### src/tdm_timing_regs.svh
// constants for the timing output and reference status block
// assumes a 40 MHz pclk and an APB register port
//
// How it works
// - strap high: master timing comes from the external 20 MHz oscillator.
// - strap low: master timing follows the input frame pulse instead.
// - master mode: each reference accepts 8 kHz up to 19.44 MHz independently.
// - one reference is preferred or forced, chosen by reference change control.
// - slave mode ignores all references unless slave PLL enable bit 13 is set.
// - master mode: reference 0 failure drives its loss flag high.
// - slave mode drives all loss flags low unless slave PLL enable is set.
// - three fixed 8 kHz frame pulses aligned to the 4, 8 and 16 MHz clocks.
// - fourth frame pulse follows the programmable fourth clock rate.
// - divided slave frame pulses may be narrower than the input frame pulse.
// - two offset pulses, each displaced by its own programmable channel count.
// - third offset pulse becomes a 19.44 MHz aligned pulse when bit 10 set.
// - the 19.44 MHz aligned pulse exists only in master or slave-with-PLL mode.
// - fourth clock selects 4/8/16/32 MHz; first three are fixed 4, 8, 16 MHz.
// - divided slave: first four clocks never exceed the input bit clock rate.
// - fifth and sixth clocks run only in master or slave-with-PLL mode.
`ifndef TDM_TIMING_REGS_SVH
`define TDM_TIMING_REGS_SVH

`define MAIN_CONTROL_OFFSET 8'h00
`define REF_CHANGE_OFFSET 8'h04
`define OFFSET0_OFFSET 8'h08
`define OFFSET1_OFFSET 8'h0c
`define THIRD_OFFSET_OFFSET 8'h10
`define STATUS_OFFSET 8'h14

`define MAIN_CONTROL_RESET 32'h00000000
`define CTRL_MODE_LSB 0
`define CTRL_CKI_RATE_LSB 2
`define CTRL_CLK3_RATE_LSB 4
`define CTRL_CLK4_SEL_BIT 6
`define CTRL_SLAVE_PLL_BIT 13
`define RCC_FORCE_BIT 2
`define SONET_SELECT_BIT 10

`define PCLK_PERIOD_NS 25
`define FRAME_PERIOD_NS 125000
`define FRAME_CYCLES (`FRAME_PERIOD_NS / `PCLK_PERIOD_NS)
`define REF_TIMEOUT_NS 250000
`define REF_TIMEOUT_CYCLES (`REF_TIMEOUT_NS / `PCLK_PERIOD_NS)
`define CHANNELS_PER_FRAME 256

// phase increments, rate / 40 MHz * 2^32
`define INC_4M096 32'h1a36e2eb
`define INC_8M192 32'h346dc5d6
`define INC_16M384 32'h68db8bac
`define INC_32M768 32'hd1b71758
`define INC_1M544 32'h09e1b85a
`define INC_2M048 32'h0d1b7175
`define INC_19M44 32'h7c6a7ef9

`endif

### src/tdm_timing_pkg.sv
// types for the timing output and reference status block
// assumes tdm_timing_regs.svh for all numbers
package tdm_timing_pkg;

   typedef enum logic [1:0] {
      MODE_MASTER,
      MODE_DIVIDED_SLAVE,
      MODE_MULTIPLIED_SLAVE,
      MODE_SPARE
   } timing_mode_t;

   typedef enum logic [1:0] {
      RATE_4M096,
      RATE_8M192,
      RATE_16M384,
      RATE_32M768
   } clock_rate_t;

   typedef struct packed {
      logic prev;
      logic [15:0] count;
      logic fail;
   } monitor_state_t;

   typedef struct packed {
      logic pready;
      logic pslverr;
      logic [31:0] prdata;
      timing_mode_t mode;
      clock_rate_t cki_rate;
      clock_rate_t clk3_rate;
      logic clk4_sel;
      logic slv_pll;
      logic [1:0] preferred;
      logic forced;
      logic [7:0] off0;
      logic [7:0] off1;
      logic [7:0] off2;
      logic sonet_sel;
      logic strap_ok;
      logic osc_present;
      logic from_osc;
      logic fp_prev;
      logic [15:0] frame_count;
      logic [5:0][31:0] acc;
      logic [3:0] fp_aligned;
      logic [1:0] fp_offset;
      logic fp_third;
      logic [1:0] selected;
      logic ref_valid;
      logic ref_out;
      logic config_error;
   } timing_state_t;

endpackage : tdm_timing_pkg

### src/ref_activity_monitor.sv
// activity monitor for one DPLL reference input
// assumes ref_in already synchronous to pclk
`timescale 1ns/1ps
`include "tdm_timing_regs.svh"

module ref_activity_monitor #(
   parameter int TIMEOUT_CYCLES = `REF_TIMEOUT_CYCLES
) (
   // clock and reset
   input wire logic pclk,
   input wire logic presetn,
   // reference
   input wire logic enable,
   input wire logic ref_in,
   output logic fail
);

   tdm_timing_pkg::monitor_state_t r, n;
   logic edge_seen;

   ////////////////////////////////////////////////////////////////
   always_comb begin
      n = r;
      edge_seen = ref_in & ~r.prev;
      n.prev = ref_in;
      if (!enable) begin
         // slave mode ignores the pin and keeps the flag low
         n.count = 16'h0000;
         n.fail = 1'b0;
      end else if (edge_seen) begin
         n.count = 16'h0000;
         n.fail = 1'b0;
      end else if (r.count == 16'(TIMEOUT_CYCLES - 1)) begin
         // window outlasts the slowest 8 kHz reference
         n.fail = 1'b1;
      end else begin
         n.count = r.count + 16'h0001;
      end
   end

   always_ff @(posedge pclk or negedge presetn) begin
      if (!presetn) begin
         r <= '0;
      end else begin
         r <= n;
      end
   end

   assign fail = r.fail;

   ////////////////////////////////////////////////////////////////
   property p_silent_fails;
      @(posedge pclk) disable iff (!presetn)
      (enable && !edge_seen && r.count == 16'(TIMEOUT_CYCLES - 1)) ##1 enable |-> fail;
   endproperty
   a_silent_fails: assert property (p_silent_fails) else $error("silent reference not flagged");

   property p_edge_clears;
      @(posedge pclk) disable iff (!presetn)
      (enable && edge_seen) |=> !fail;
   endproperty
   a_edge_clears: assert property (p_edge_clears) else $error("active reference flagged");

endmodule : ref_activity_monitor

### src/tdm_timing_core.sv
// clock selection, reference status, output clocks and frame pulses
// assumes synchronous pins, APB master on pclk, DPLL filter outside
//
// Register access over APB and the address map are this design's own decisions.
`timescale 1ns/1ps
`include "tdm_timing_regs.svh"

module tdm_timing_core #(
   parameter int FRAME_CYCLES = `FRAME_CYCLES,
   parameter int REF_TIMEOUT_CYCLES = `REF_TIMEOUT_CYCLES
) (
   // clock and reset
   input wire logic pclk,
   input wire logic presetn,
   // apb
   input wire logic psel,
   input wire logic penable,
   input wire logic pwrite,
   input wire logic [7:0] paddr,
   input wire logic [31:0] pwdata,
   output logic pready,
   output logic pslverr,
   output logic [31:0] prdata,
   // timing source
   input wire logic external_oscillator_present,
   input wire logic input_bit_clock,
   input wire logic input_frame_pulse,
   output logic master_clock_from_oscillator,
   // references
   input wire logic [3:0] dpll_reference_inputs,
   output logic [3:0] reference_loss_flags,
   output logic [1:0] selected_reference,
   output logic reference_valid,
   output logic dpll_reference_out,
   // generated timing
   output logic [5:0] generated_clock_outputs,
   output logic [3:0] aligned_frame_pulses,
   output logic [1:0] offset_frame_pulses,
   output logic third_offset_frame_pulse
);

   localparam int CHAN_CYCLES = (FRAME_CYCLES >= 2 * `CHANNELS_PER_FRAME) ?
                                FRAME_CYCLES / `CHANNELS_PER_FRAME : 1;

   tdm_timing_pkg::timing_state_t r, n;
   logic dpll_active;
   logic [3:0] fail;
   logic [3:0] eff_rate [4];
   logic access;
   logic wr;
   logic boundary;
   logic realign;
   logic [1:0] pick;
   logic [31:0] inc;

   assign dpll_active = (r.mode == tdm_timing_pkg::MODE_MASTER) | r.slv_pll;

   ////////////////////////////////////////////////////////////////
   // reference monitors, one per input
   genvar gi;
   generate
      for (gi = 0; gi < 4; gi++) begin : g_mon
         ref_activity_monitor #(
            .TIMEOUT_CYCLES(REF_TIMEOUT_CYCLES)
         ) i_ref_activity_monitor (
            .pclk(pclk),
            .presetn(presetn),
            .enable(dpll_active),
            .ref_in(dpll_reference_inputs[gi]),
            .fail(fail[gi])
         );
      end
   endgenerate

   ////////////////////////////////////////////////////////////////
   always_comb begin
      n = r;
      access = psel & penable & r.pready;
      wr = access & pwrite;
      realign = 1'b0;
      boundary = 1'b0;
      pick = r.preferred;
      inc = 32'h00000000;
      for (int i = 0; i < 4; i++) begin
         eff_rate[i] = 4'h0;
      end

      // zero wait state: answer one cycle after setup
      n.pready = psel & ~penable;
      n.pslverr = 1'b0;
      n.prdata = 32'h00000000;
      if (psel & ~penable) begin
         case (paddr)
            `MAIN_CONTROL_OFFSET: begin
               n.prdata[`CTRL_MODE_LSB +: 2] = r.mode;
               n.prdata[`CTRL_CKI_RATE_LSB +: 2] = r.cki_rate;
               n.prdata[`CTRL_CLK3_RATE_LSB +: 2] = r.clk3_rate;
               n.prdata[`CTRL_CLK4_SEL_BIT] = r.clk4_sel;
               n.prdata[`CTRL_SLAVE_PLL_BIT] = r.slv_pll;
            end
            `REF_CHANGE_OFFSET: begin
               n.prdata[1:0] = r.preferred;
               n.prdata[`RCC_FORCE_BIT] = r.forced;
            end
            `OFFSET0_OFFSET: n.prdata[7:0] = r.off0;
            `OFFSET1_OFFSET: n.prdata[7:0] = r.off1;
            `THIRD_OFFSET_OFFSET: begin
               n.prdata[7:0] = r.off2;
               n.prdata[`SONET_SELECT_BIT] = r.sonet_sel;
            end
            `STATUS_OFFSET: begin
               n.prdata[3:0] = fail & {4{dpll_active}};
               n.prdata[5:4] = r.selected;
               n.prdata[6] = r.ref_valid;
               n.prdata[7] = r.osc_present;
               n.prdata[8] = r.config_error;
            end
            default: n.pslverr = 1'b1;
         endcase
      end
      if (wr) begin
         case (paddr)
            `MAIN_CONTROL_OFFSET: begin
               n.mode = tdm_timing_pkg::timing_mode_t'(pwdata[`CTRL_MODE_LSB +: 2]);
               n.cki_rate = tdm_timing_pkg::clock_rate_t'(pwdata[`CTRL_CKI_RATE_LSB +: 2]);
               n.clk3_rate = tdm_timing_pkg::clock_rate_t'(pwdata[`CTRL_CLK3_RATE_LSB +: 2]);
               n.clk4_sel = pwdata[`CTRL_CLK4_SEL_BIT];
               n.slv_pll = pwdata[`CTRL_SLAVE_PLL_BIT];
            end
            `REF_CHANGE_OFFSET: begin
               n.preferred = pwdata[1:0];
               n.forced = pwdata[`RCC_FORCE_BIT];
            end
            `OFFSET0_OFFSET: n.off0 = pwdata[7:0];
            `OFFSET1_OFFSET: n.off1 = pwdata[7:0];
            `THIRD_OFFSET_OFFSET: begin
               n.off2 = pwdata[7:0];
               n.sonet_sel = pwdata[`SONET_SELECT_BIT];
            end
            default: ;
         endcase
      end

      // strap caught once, on the first edge after reset release
      if (!r.strap_ok) begin
         n.strap_ok = 1'b1;
         n.osc_present = external_oscillator_present;
      end
      n.from_osc = r.osc_present;
      // the DPLL cannot run without the oscillator on the board
      n.config_error = dpll_active & ~r.osc_present;

      // reference choice: preferred, or first healthy one unless forced
      if (!r.forced && fail[r.preferred]) begin
         for (int i = 3; i >= 0; i--) begin
            if (!fail[i]) begin
               pick = 2'(i);
            end
         end
      end
      n.selected = pick;
      n.ref_valid = dpll_active & r.osc_present & ~fail[pick];
      n.ref_out = dpll_active & dpll_reference_inputs[pick];

      // frame timing; slaves and oscillator-less masters follow the input pulse
      n.fp_prev = input_frame_pulse;
      realign = input_frame_pulse & ~r.fp_prev &
                ((r.mode != tdm_timing_pkg::MODE_MASTER) | ~r.osc_present);
      boundary = realign | (r.frame_count == 16'(FRAME_CYCLES - 1));
      n.frame_count = boundary ? 16'h0000 : r.frame_count + 16'h0001;

      // divided slave clamps the first four clocks to the input clock rate
      for (int i = 0; i < 4; i++) begin
         eff_rate[i] = (i == 3) ? {2'b00, r.clk3_rate} : 4'(i);
         if (r.mode == tdm_timing_pkg::MODE_DIVIDED_SLAVE && eff_rate[i] > {2'b00, r.cki_rate}) begin
            eff_rate[i] = {2'b00, r.cki_rate};
         end
      end
      for (int i = 0; i < 6; i++) begin
         if (i < 4) begin
            case (eff_rate[i][1:0])
               2'h0: inc = `INC_4M096;
               2'h1: inc = `INC_8M192;
               2'h2: inc = `INC_16M384;
               default: inc = `INC_32M768;
            endcase
         end else if (i == 4) begin
            inc = r.clk4_sel ? `INC_2M048 : `INC_1M544;
         end else begin
            inc = `INC_19M44;
         end
         if (i >= 4 && !dpll_active) begin
            n.acc[i] = 32'h00000000;
         end else if (boundary && i != 4) begin
            // restart phase of every clock but the fifth so its edge lines up with its pulse
            n.acc[i] = 32'h00000000;
         end else begin
            n.acc[i] = r.acc[i] + inc;
         end
      end

      // one pclk wide pulses, so never wider than the input pulse
      n.fp_aligned = {4{boundary}};
      n.fp_offset[0] = ~boundary & (n.frame_count == 16'(r.off0 * CHAN_CYCLES));
      n.fp_offset[1] = ~boundary & (n.frame_count == 16'(r.off1 * CHAN_CYCLES));
      if (r.sonet_sel) begin
         n.fp_third = boundary & dpll_active;
      end else begin
         n.fp_third = ~boundary & (n.frame_count == 16'(r.off2 * CHAN_CYCLES));
      end
   end

   always_ff @(posedge pclk or negedge presetn) begin
      if (!presetn) begin
         r <= '0;
      end else begin
         r <= n;
      end
   end

   ////////////////////////////////////////////////////////////////
   // outputs, all from flops
   assign pready = r.pready;
   assign pslverr = r.pslverr;
   assign prdata = r.prdata;
   assign master_clock_from_oscillator = r.from_osc;
   assign reference_loss_flags = fail;
   assign selected_reference = r.selected;
   assign reference_valid = r.ref_valid;
   assign dpll_reference_out = r.ref_out;
   generate
      for (gi = 0; gi < 6; gi++) begin : g_clk
         assign generated_clock_outputs[gi] = r.acc[gi][31];
      end
   endgenerate
   assign aligned_frame_pulses = r.fp_aligned;
   assign offset_frame_pulses = r.fp_offset;
   assign third_offset_frame_pulse = r.fp_third;

   ////////////////////////////////////////////////////////////////
   property p_strap_source;
      @(posedge pclk) disable iff (!presetn)
      $rose(r.strap_ok) |=> master_clock_from_oscillator == $past(external_oscillator_present, 2);
   endproperty
   a_strap_source: assert property (p_strap_source) else $error("timing source differs from strap");

   property p_flags_low_slave;
      @(posedge pclk) disable iff (!presetn)
      !dpll_active [*2] |-> reference_loss_flags == 4'h0;
   endproperty
   a_flags_low_slave: assert property (p_flags_low_slave) else $error("loss flag high in slave mode");

   property p_refs_ignored;
      @(posedge pclk) disable iff (!presetn)
      !dpll_active |=> !reference_valid && !dpll_reference_out;
   endproperty
   a_refs_ignored: assert property (p_refs_ignored) else $error("reference used in slave mode");

   property p_pll_clocks_off;
      @(posedge pclk) disable iff (!presetn)
      !dpll_active |=> generated_clock_outputs[5:4] == 2'b00;
   endproperty
   a_pll_clocks_off: assert property (p_pll_clocks_off) else $error("pll clocks run in slave mode");

   property p_sonet_gated;
      @(posedge pclk) disable iff (!presetn)
      (!dpll_active && r.sonet_sel) |=> !third_offset_frame_pulse;
   endproperty
   a_sonet_gated: assert property (p_sonet_gated) else $error("sonet pulse in slave mode");

   property p_sonet_aligned;
      @(posedge pclk) disable iff (!presetn)
      (dpll_active && r.sonet_sel) |=> third_offset_frame_pulse == aligned_frame_pulses[0];
   endproperty
   a_sonet_aligned: assert property (p_sonet_aligned) else $error("sonet pulse not aligned");

   property p_offset_place;
      @(posedge pclk) disable iff (!presetn)
      offset_frame_pulses[0] |-> r.frame_count == 16'($past(r.off0) * CHAN_CYCLES) && !aligned_frame_pulses[0];
   endproperty
   a_offset_place: assert property (p_offset_place) else $error("offset pulse misplaced");

   property p_pulse_spacing;
      @(posedge pclk) disable iff (!presetn)
      (aligned_frame_pulses[0] && FRAME_CYCLES > 9) |=> !aligned_frame_pulses[0] [*8];
   endproperty
   a_pulse_spacing: assert property (p_pulse_spacing) else $error("frame pulses too close");

   property p_divided_clamp;
      @(posedge pclk) disable iff (!presetn)
      r.mode == tdm_timing_pkg::MODE_DIVIDED_SLAVE |-> eff_rate[3] <= {2'b00, r.cki_rate};
   endproperty
   a_divided_clamp: assert property (p_divided_clamp) else $error("clock above input rate");

   property p_forced_ref;
      @(posedge pclk) disable iff (!presetn)
      r.forced |=> selected_reference == $past(r.preferred);
   endproperty
   a_forced_ref: assert property (p_forced_ref) else $error("forced reference not used");

   c_fail_over: cover property (@(posedge pclk) disable iff (!presetn) !r.forced && fail[r.preferred] && !fail[0]);
   c_sonet: cover property (@(posedge pclk) disable iff (!presetn) third_offset_frame_pulse && r.sonet_sel);
   c_offset: cover property (@(posedge pclk) disable iff (!presetn) offset_frame_pulses[1]);
   c_slave_pll: cover property (@(posedge pclk) disable iff (!presetn) r.slv_pll && r.mode != 2'h0);

endmodule : tdm_timing_core

### config.mk
export PLATFORM = sky130hd
export DESIGN_NAME = tdm_timing_core
export DESIGN_NICKNAME = d
export VERILOG_FILES = /design/src/tdm_timing_pkg.sv /design/src/ref_activity_monitor.sv /design/src/tdm_timing_core.sv
export VERILOG_INCLUDE_DIRS = /design/src
export SDC_FILE = /design/constraint.sdc
export NUM_CORES = 1
export LEC_CHECK = 0
export ABC_AREA = 1
export BUFFER_PORTS_ARGS = -buffer_cell sky130_fd_sc_hd__buf_4
export CAP_MARGIN = 25
export CORE_ASPECT_RATIO = 1.75
export CORE_UTILIZATION = 40
export DETAILED_ROUTE_END_ITERATION = 7
export GPL_ROUTABILITY_DRIVEN = 1
export PLACE_DENSITY_LB_ADDON = 0.12
export SLEW_MARGIN = 0
export SYNTH_ARGS = -nofsm -noshare
export SYNTH_HDL_FRONTEND = slang
export SYNTH_SLANG_ARGS = --single-unit
### constraint.sdc
create_clock -name pclk -period 8.47 [get_ports pclk]
set_input_delay 0.847 -clock pclk [delete_from_list [all_inputs] [get_ports pclk]]
set_output_delay 0.847 -clock pclk [all_outputs]
set_load 0.005 [all_outputs]
[After elaboration in Yosys (flattened, before gate mapping)]
Index checks and enable logic that the tools add are counted.
Cells by class
  add/subtract/negate cells: 11
  equal/unequal tests: 28
  muxes and demuxes: 54
  bitwise gates (word level): 31
  reductions and logical operators: 17
  order comparisons: 5
  multiply operators: 3
Operators by type and width (number)
  32-bit case mux with 3 select lines: 3
  32-bit 2-to-1 mux: 7
  17-bit 2-to-1 mux: 8
  32-bit adder: 3
  16-bit by 1-bit adder with 16-bit output (second input constant): 5
  16-bit 2-to-1 mux: 5
  16-bit by 14-bit equality test with 1-bit output (second input constant): 4
  16-bit by 13-bit equality test with 1-bit output: 3
  8-bit by 5-bit multiplier with 13-bit output (second input constant): 3
  32-bit by 28-bit adder with 32-bit output: 1
  32-bit by 29-bit adder with 32-bit output (second input constant): 1
  32-bit by 31-bit adder with 32-bit output (second input constant): 1
  27-bit 2-to-1 mux: 1
  4-bit case mux with 5 select lines: 1
  1-bit AND: 18
  3-bit case mux with 6 select lines: 1
  16-bit by 13-bit equality test with 1-bit output (second input constant): 1
  8-bit by 4-bit equality test with 1-bit output (second input constant): 2
  8-bit by 5-bit equality test with 1-bit output (second input constant): 2
  2-bit 2-to-1 mux: 8
  1-bit 2-to-1 mux: 15
  3-bit by 1-bit inequality test with 1-bit output (second input constant): 4
  3-bit by 2-bit inequality test with 1-bit output (second input constant): 4
  2-bit AND reduction: 5
  19 further kinds: 43
Storage, ports and cells
  bits of input ports: 52
  output and inout bits: 56
  flip-flop bits (word level): 342

[Logic depth before layout (Yosys ltp)]
Gate-level depths: netlist (run 1).
  depth in word-level cells: 9
  mapped depth: 24

[Modules after synthesis]
Synthesis (run 1) repeated with hierarchy kept, for this count alone.
Unflattened totals
  cells, all modules: 3455
  area, all modules: 24766.3 um^2
By module, submodules not included
  tdm_timing_core: cells an instance 2835, sequential area each 6756.5 um^2, area an instance 20562.2 um^2, times used 1
  ref_activity_monitor: cells an instance 155, sequential area each 450.4 um^2, area an instance 1051.0 um^2, times used 4

[Worst setup path before layout (run 1)]
No wires, ideal clock.
  path kind: reg2reg
  from: reg r[259] in the netlist's numbering
  to: reg r[63] in the netlist's numbering
  period minus slack after synthesis: 3.319 ns
  data arrival time: 3.203 ns
  setup slack: 5.151 ns
  cell stages (with the launch flop): 22
  setup time: 0.117 ns
  path through: dfrtp_1 -> inv_2 -> nand2_2 -> nor2_1 -> inv_1 -> nor2_1 -> inv_1 -> ha_1 -> inv_1 -> ha_1 -> a21oi_1 -> nand2_1 -> a21oi_1 -> o21ai_0 -> a21oi_1 -> inv_1 -> nand2_1 -> nand2_1 -> nand2_1 -> nand2_1 -> nor2_1 -> nor2_1
RTL lines
  start: declaration: RTL line tdm_timing_core.sv:45  | tdm_timing_pkg::timing_state_t r, n;
  start signal: assignment: RTL line tdm_timing_core.sv:217  | r <= n;

==> run metrics, run 1 <==
status=completed; DRT antenna net count=0; Initial DRT Pass Iterations=7; CTS tree=done; post-CTS setup buffers=0; num ports=108; CTS sink cnt=342; Final min period=4750 ps; Seq cells post-synth=342; Slew Viols, Final=0; CTS root buf=clkbuf_16; clock latency on the worst-skew pair=580 ps; gr ovfl total=0; Post-synth EDFFs=0; total number of vias=22000; Starting Density=40.6%; clock buffer depth=3; CTS H-tree lvls=2; Fin. Hold Viols=0; Main synth FF type=dfrtp_1; leak pwr=13.3 nW; worst setup path class=reg2reg; final setup violation count=0; sequential fraction of the synthesis area=35.0%; syn_area_per_cell=7.34 µm²; Multi-input gate area=13700 µm²; TritonCTS Buffers=37; FF+latch area=8560 µm²; Iter 0 DRT Violations=1123; synth-to-layout area growth=9.55%; crit-path max FO=7; clk_skew=27.3 ps; PwrDens=302 nW/µm²; Total Routing Usage GR=22.3%; r2r setup slk=3720 ps; critical path launch point type=flip-flop; Die Wd=189 µm; worst reg2reg path endpoint=generated_clock_outputs[1]$_DFF_PN0_; Fmax=211 MHz; worst slew pin tran=980 ps; Synth async-reset ratio=100%; Worst setup EP type=flip-flop; Rows=119; overall routed net length=67900 µm; hold crit path type=in2async; final worst slack=3720 ps; CTS resizes=0; number of port buffers=63; post-placement setup slack=3740 ps; RSZ-0062 raised after global routing=false; post-synthesis instance total=3333; vias in the first global route=22200; post-detail-place hpwl=52800 µm; worst path arrival time=5200 ps; Post-Route Setup TNS=0 ps; worst flop-to-flop path startpoint=r[259]$_DFFE_PN0P_; # DRC=0; Final Cycle Share=56.1%; Vias/cell=5.23; critical path required time=8920 ps; filler instances=6158; first-pass GRT wire length=111000 µm; Max-cap violations=0; ratio of cells with drive above 1 in the final layout=6.09%; layout net count=3652; # diodes=0; Unique masters post-synth=71; RD Place Congestion=0.959; synthesized area=24500 µm²; FF-to-FF path depth=20; die area=62200 µm²; Warnings, synthesis=0; core box area=60300 µm²; slew margin rel.=34.7%; clock slew seen by the registers of the worst setup and hold paths=60 ps; initial antenna violation count=0; drt wl/cell=16.2 µm; chip height=329 µm; CTS Hold Bufs=0; Max VDD drop=0.000164 V; pin count of the biggest net entering global routing=150
## kinds of logic after synthesis
group | share of synthesized area, %
xor gates and xnor gates | 3.15
adders and majority gates | 11.2
other | 0.0307
AOI/OAI and AO/OA | 15.2
buffers and inverters | 9.44
DFF | 35.0
and+or+nand+nor | 25.9
muxes | 0.0870
## flip-flops by register name, summed over array words and instances (netlist names)
signal and flops:
reference_valid 1, r 241, aligned_frame_pulses 1, master_clock_from_oscillator 1
n 1, offset_frame_pulses 2, g_mon.i_ref_activity_monitor.r 68, pready 1
pslverr 1, g_mon.i_ref_activity_monitor.fail 4, generated_clock_outputs 6, third_offset_frame_pulse 1
prdata 11, selected_reference 2, dpll_reference_out 1
## per-layer routing
metal	GRT usage, %	vias up	wire length [µm]	share of wire (%)
li1	-	11000	-	-
met1	22.7	10300	25400	37
met2	42.8	433	36300	53
met3	2.62	195	2060	3.0
met4	13.5	0	4200	6.2
met5	0	-	0	0
## stage by stage
step	area (µm²)	std cells	hold slack, ps	power, mW	utilization [%]
after CTS	26800	4202	250	8.15	44.4
after global routing	26800	4202	270	8.82	44.4
after global placement	25600	4137	432	6.30	42.4
final	26800	4202	240	8.08	44.4
after detailed placement	25600	4137	438	6.40	42.4
after floorplan	24600	3363	414	5.41	-
## cell type report
| cell class | instances | share of cell area (%) |
|---|---|---|
| multi-input cells | 2470 | 51.2 |
| flip-flops and latches | 342 | 31.9 |
| repair buffers | 70 | 2.04 |
| clock buffers | 49 | 3.93 |
| inverters | 469 | 6.57 |
| well taps | 786 | 3.67 |
| clock inverters | 16 | 0.663 |
## synth_stat cells (4+ instances only)
library cell,n,area [µm²]
a211oi_1,6,45.0
a21boi_0,7,52.6
a21o_1,8,60.1
a21oi_1,309,1550
a221oi_1,17,149
a22o_1,4,35.0
a31oi_1,19,119
a41oi_1,4,35.0
buf_2,9,45.0
buf_4,52,390
clkbuf_1,15,56.3
dfrtp_1,342,8560
fa_1,15,300
ha_1,195,2440
inv_1,456,1710
inv_2,12,45.0
nand2_1,639,2400
nand2_2,14,87.6
nand3_1,165,826
nand3_2,5,50.1
nand3b_1,8,60.1
nand4_1,52,325
nor2_1,448,1680
nor2_2,10,62.6
nor2_4,5,56.3
nor3_1,73,365
nor3_2,7,70.1
nor3b_1,5,37.5
nor4_1,10,62.6
o211ai_1,6,45.0
o21a_1,12,90.1
o21ai_0,228,1140
o21ai_1,11,55.1
o21bai_1,17,128
o22ai_1,4,25.0
or2_2,6,37.5
xnor2_1,35,307
xor2_1,51,447
## cells in the final DEF (no fill, tap or decap), types with 8 or more instances in the layout
cell / synthesis / layout
a21o_1: 8 / 8
a21oi_1: 309 / 308
a221oi_1: 17 / 17
a31oi_1: 19 / 19
buf_4: 52 / 68
clkbuf_16: 0 / 39
conb_1: 2 / 32
dfrtp_1: 342 / 342
fa_1: 15 / 15
ha_1: 195 / 195
inv_1: 456 / 456
inv_2: 12 / 12
nand2_1: 639 / 639
nand2_2: 14 / 14
nand3_1: 165 / 165
nand3b_1: 8 / 8
nand4_1: 52 / 52
nor2_1: 448 / 448
nor2_2: 10 / 10
nor3_1: 73 / 73
nor4_1: 10 / 10
o21a_1: 12 / 12
o21ai_0: 228 / 228
o21ai_1: 11 / 11
o21bai_1: 17 / 17
xnor2_1: 35 / 35
xor2_1: 51 / 51
## where the power goes
group / switching, mW / internal (mW)
registers: 0.354 / 2.17
logic: 2.49 / 1.37
clock network: 0.719 / 0.972
total: 3.56 / 4.52
## how the worst max path moves through the flow
| stage | depth (start not counted) | end | startpoint |
|---|---|---|---|
| after global routing | 21 | generated_clock_outputs[1]$_DFF_PN0_ | r[259]$_DFFE_PN0P_ |
| after global placement | 20 | r[70]$_DFF_PN0_ | r[259]$_DFFE_PN0P_ |
| final | 20 | generated_clock_outputs[1]$_DFF_PN0_ | r[259]$_DFFE_PN0P_ |
| after floorplan | 21 | r[63]$_DFF_PN0_ | r[259]$_DFFE_PN0P_ |
| after CTS | 20 | r[70]$_DFF_PN0_ | r[259]$_DFFE_PN0P_ |
| after detailed placement | 20 | r[70]$_DFF_PN0_ | r[259]$_DFFE_PN0P_ |
## critical path: stages, from the launching register on
cell and delay, ps:
dfrtp_1 390, inv_2 120, nand2_2 130, nor2_1 560, inv_1 310, nor2_1 390
inv_1 200, ha_1 310, inv_1 140, ha_1 410, nand3_1 110, nand2_1 110
a21oi_1 120, o21ai_0 450, a21oi_1 130, inv_1 130, nand2_1 60, nand2_1 220
nand2_1 140, a21oi_1 160, nor2_1 60
(Power assumes the default switching activity.)
==> run 2, diff against run 1 <==
ABC_AREA = 0   (was 1)
clock period = 3.9 ns   (was 8.47 ns; I/O delays follow)
==> run metrics, run 2 <==
status=completed; layout net count=2813 (-23%); CTS H-tree lvls=2 (unchanged); clock buffer depth=3 (unchanged); pin count of the biggest net entering global routing=97 (-35%); Warnings, synthesis=0 (unchanged); ratio of cells with drive above 1 in the final layout=14.6% (+8.5 points); overall routed net length=53600 µm (-21%); Rows=114 (-4.2%); clock slew seen by the registers of the worst setup and hold paths=70 ps (about the same); Clk pwr share=21.5% (+0.6 points); Final Core Density=46.8% (+2.4 points); CTS root buf=clkbuf_16; hold crit path type=in2reg; final worst slack=36.9 ps (-3680 ps); PwrDens=662 nW/µm² (+120%); initial antenna violation count=0 (unchanged); Most flops, register=r; Largest register FFs=241 (unchanged); most common cell after layout, fill and taps aside=dfrtp_1; Area after DPL=24200 µm² (-5.2%); drt wl/cell=16.4 µm (+1.2%); Iter 0 DRT Violations=679 (-40%); first-pass GRT wire length=90100 µm (-19%); Synth async-reset ratio=100% (unchanged); DRT antenna net count=0 (unchanged); final setup violation count=0 (unchanged); Starting Density=40.5% (about the same); sequential fraction of the synthesis area=38.1% (+3.2 points); Slew Viols, Final=0 (unchanged); RSZ-0062 raised after global routing=true; RD Place Congestion=0.864 (-9.9%); Fin. Hold Viols=0 (unchanged); CTS sink cnt=342 (unchanged); area leader, netlist=dfrtp_1; # diodes=0 (unchanged); critical path required time=4320 ps (-4600 ps); power share of the combinational group=46.5% (-1.3 points); core box area=55300 µm² (-8.2%); clk_skew=34.7 ps (+7.41 ps); worst slew pin tran=859 ps (-121 ps); fin cells=3275 (-22%); # DRC=0 (unchanged); most frequent cells in the layout=342 x dfrtp_1, 306 x nor2_1, 181 x ha_1, 174 x buf_4, 157 x nand2_1; Final Instance Area=25900 µm² (-3.3%); Final min period=3860 ps (-887 ps); Worst setup EP type=flip-flop; num ports=108 (unchanged); Inst Count DP=3194 (-23%); critical path launch point type=flip-flop; worst setup path class=reg2reg; Max VDD drop=0.000408 V (+150%); die area=57100 µm² (-8.2%); leak pwr=12.2 nW (-8.0%); gr ovfl total=0 (unchanged); synthesized area=22400 µm² (-8.3%); clock latency on the worst-skew pair=560 ps (-20 ps); Seq cells post-synth=342 (unchanged); Post-Route Setup TNS=0 ps (unchanged); Max-cap violations=0 (unchanged); post-detail-place hpwl=39500 µm (-25%); CTS tree=done; vias in the first global route=18400 (-17%); synth-to-layout area growth=15.5%; number of port buffers=63 (unchanged); TritonCTS Buffers=37 (unchanged); Sequential Power Share=32.0% (+0.7 points); worst path arrival time=4280 ps (-920 ps); Yosys top cell area share=38.1% (+3.2 points); chip height=315 µm (-4.2%); Total Routing Usage GR=19.2% (-3.0 points); top post-synthesis cells by area=dfrtp_1 38%, ha_1 11%, xnor2_1 5.9%; Unique masters post-synth=100 (+41%); switching share of power=38.4% (-5.7 points); post-placement setup slack=-109 ps (-3850 ps); Synth top cells by count=342 x dfrtp_1, 309 x nor2_1, 195 x ha_1; crit-path max FO=5 (-2); Post-synth EDFFs=0 (unchanged); post-synthesis instance total=2394 (-28%); total number of vias=17500 (-20%); Die Wd=181 µm (-4.2%); syn_area_per_cell=9.37 µm² (+28%); most frequent cell after synthesis=dfrtp_1; net switching power=6.58 mW (+85%); Main synth FF type=dfrtp_1; Fmax=259 MHz (+23%); Final Cycle Share=99.1% (+43 points); slew margin rel.=42.8% (+8.1 points); Power Total=17.1 mW (+110%); Initial DRT Pass Iterations=5 (-2); Vias/cell=5.36 (+2.4%); WHS=65.3 ps (-174 ps); internal power=10.6 mW (+130%)
## run 2: changes by cell type after synthesis, sizes merged, moves of 38 or more
cell,previous run,this run
and3,3,44
inv,468,83
o21ai,242,115
a21o,8,57
nand2,654,159
a21oi,310,157
xnor2,36,152
nor2,464,313
mux2,1,39
nand3,172,60
xor2,51,101
## run 2: power by group through the flow
stage / logic, mW / clock network (mW) / registers (mW)
floorplan: 5.99 / 0 / 5.32
global placement: 7.55 / 0 / 5.48
detailed placement: 7.74 / 0 / 5.52
CTS: 7.82 / 3.82 / 5.47
global route: 9.04 / 3.92 / 5.63
finish: 7.97 / 3.69 / 5.48
## run 2: layout make-up
type	count	area (µm²)
Fill cell	5311	29400
Multi-Input combinational cell	1901	13400
Sequential cell	342	8560
Timing Repair Buffer	186	1480
Clock buffer	49	1030
Tap cell	696	871
Inverter	83	327
Clock inverter	18	216
## run 2: worst paths after layout
check / start / endpoint / slack, ps / cells past startpoint
max: r[255]$_DFFE_PN0P_ / r[135]$_DFF_PN0_ / 40 / 16
min: pwdata[13] / r[252]$_DFFE_PN0P_ / 70 / 2
max reg2reg: r[255]$_DFFE_PN0P_ / r[135]$_DFF_PN0_ / 40 / 16
min reg2reg: r[12]$_DFF_PN0_ / r[12]$_DFF_PN0_ / 460 / 1
max in group asynchronous: presetn / g_mon[3].i_ref_activity_monitor.r[10]$_DFFE_PN0P_ / 2410 / 3
min in group asynchronous: presetn / r[20]$_DFF_PN0_ / 490 / 2
## run 2: cell families (layout without fill, tap and decap cells)
logic type / after synthesis / after routing / synth area share (%)
and+or+nand+nor: 844 / 844 / 18.3
adders and majority gates: 211 / 211 / 12.3
xor gates and xnor gates: 253 / 253 / 9.88
buffers and inverters: 181 / 336 / 3.94
AOI/OAI and AO/OA: 503 / 503 / 14.4
muxes: 58 / 58 / 3.03
other: 2 / 32 / 0.0335
DFF: 342 / 342 / 38.1
## run 2: worst max-delay path, cell delays in order (launching register included)
cell and delay [ps]:
dfrtp_1 400, ha_4 280, nand2b_1 50, a221o_2 430, mux2_4 380, inv_4 90
ha_2 210, buf_4 130, ha_1 270, a21oi_1 180, o21ai_2 90, nor2_2 150
o31ai_4 90, a2111o_1 470, a31oi_4 290, o21ai_2 120, mux2i_1 120
## run 2: what timing repair did
item | 4_1_cts | 5_1_grt
pin swaps | 3 | 21
endpoints found under the setup margin | 11 | 26
resized for setup | 7 | 66
hold buffers | 6 | 0
endpoints found under the hold margin | 81 | 0
setup buffers | 0 | 8
## run 2: routing by layer
metal  wire, µm  track usage, %  up-vias  share of wire (%)
met1      21300            20.7     8477                 40
met3       1170            1.94      110                2.2
li1           -               -     8710                  -
met2      29100            37.6      243                 54
met4       2000            8.24        0                3.7
met5          0               0        -                  0
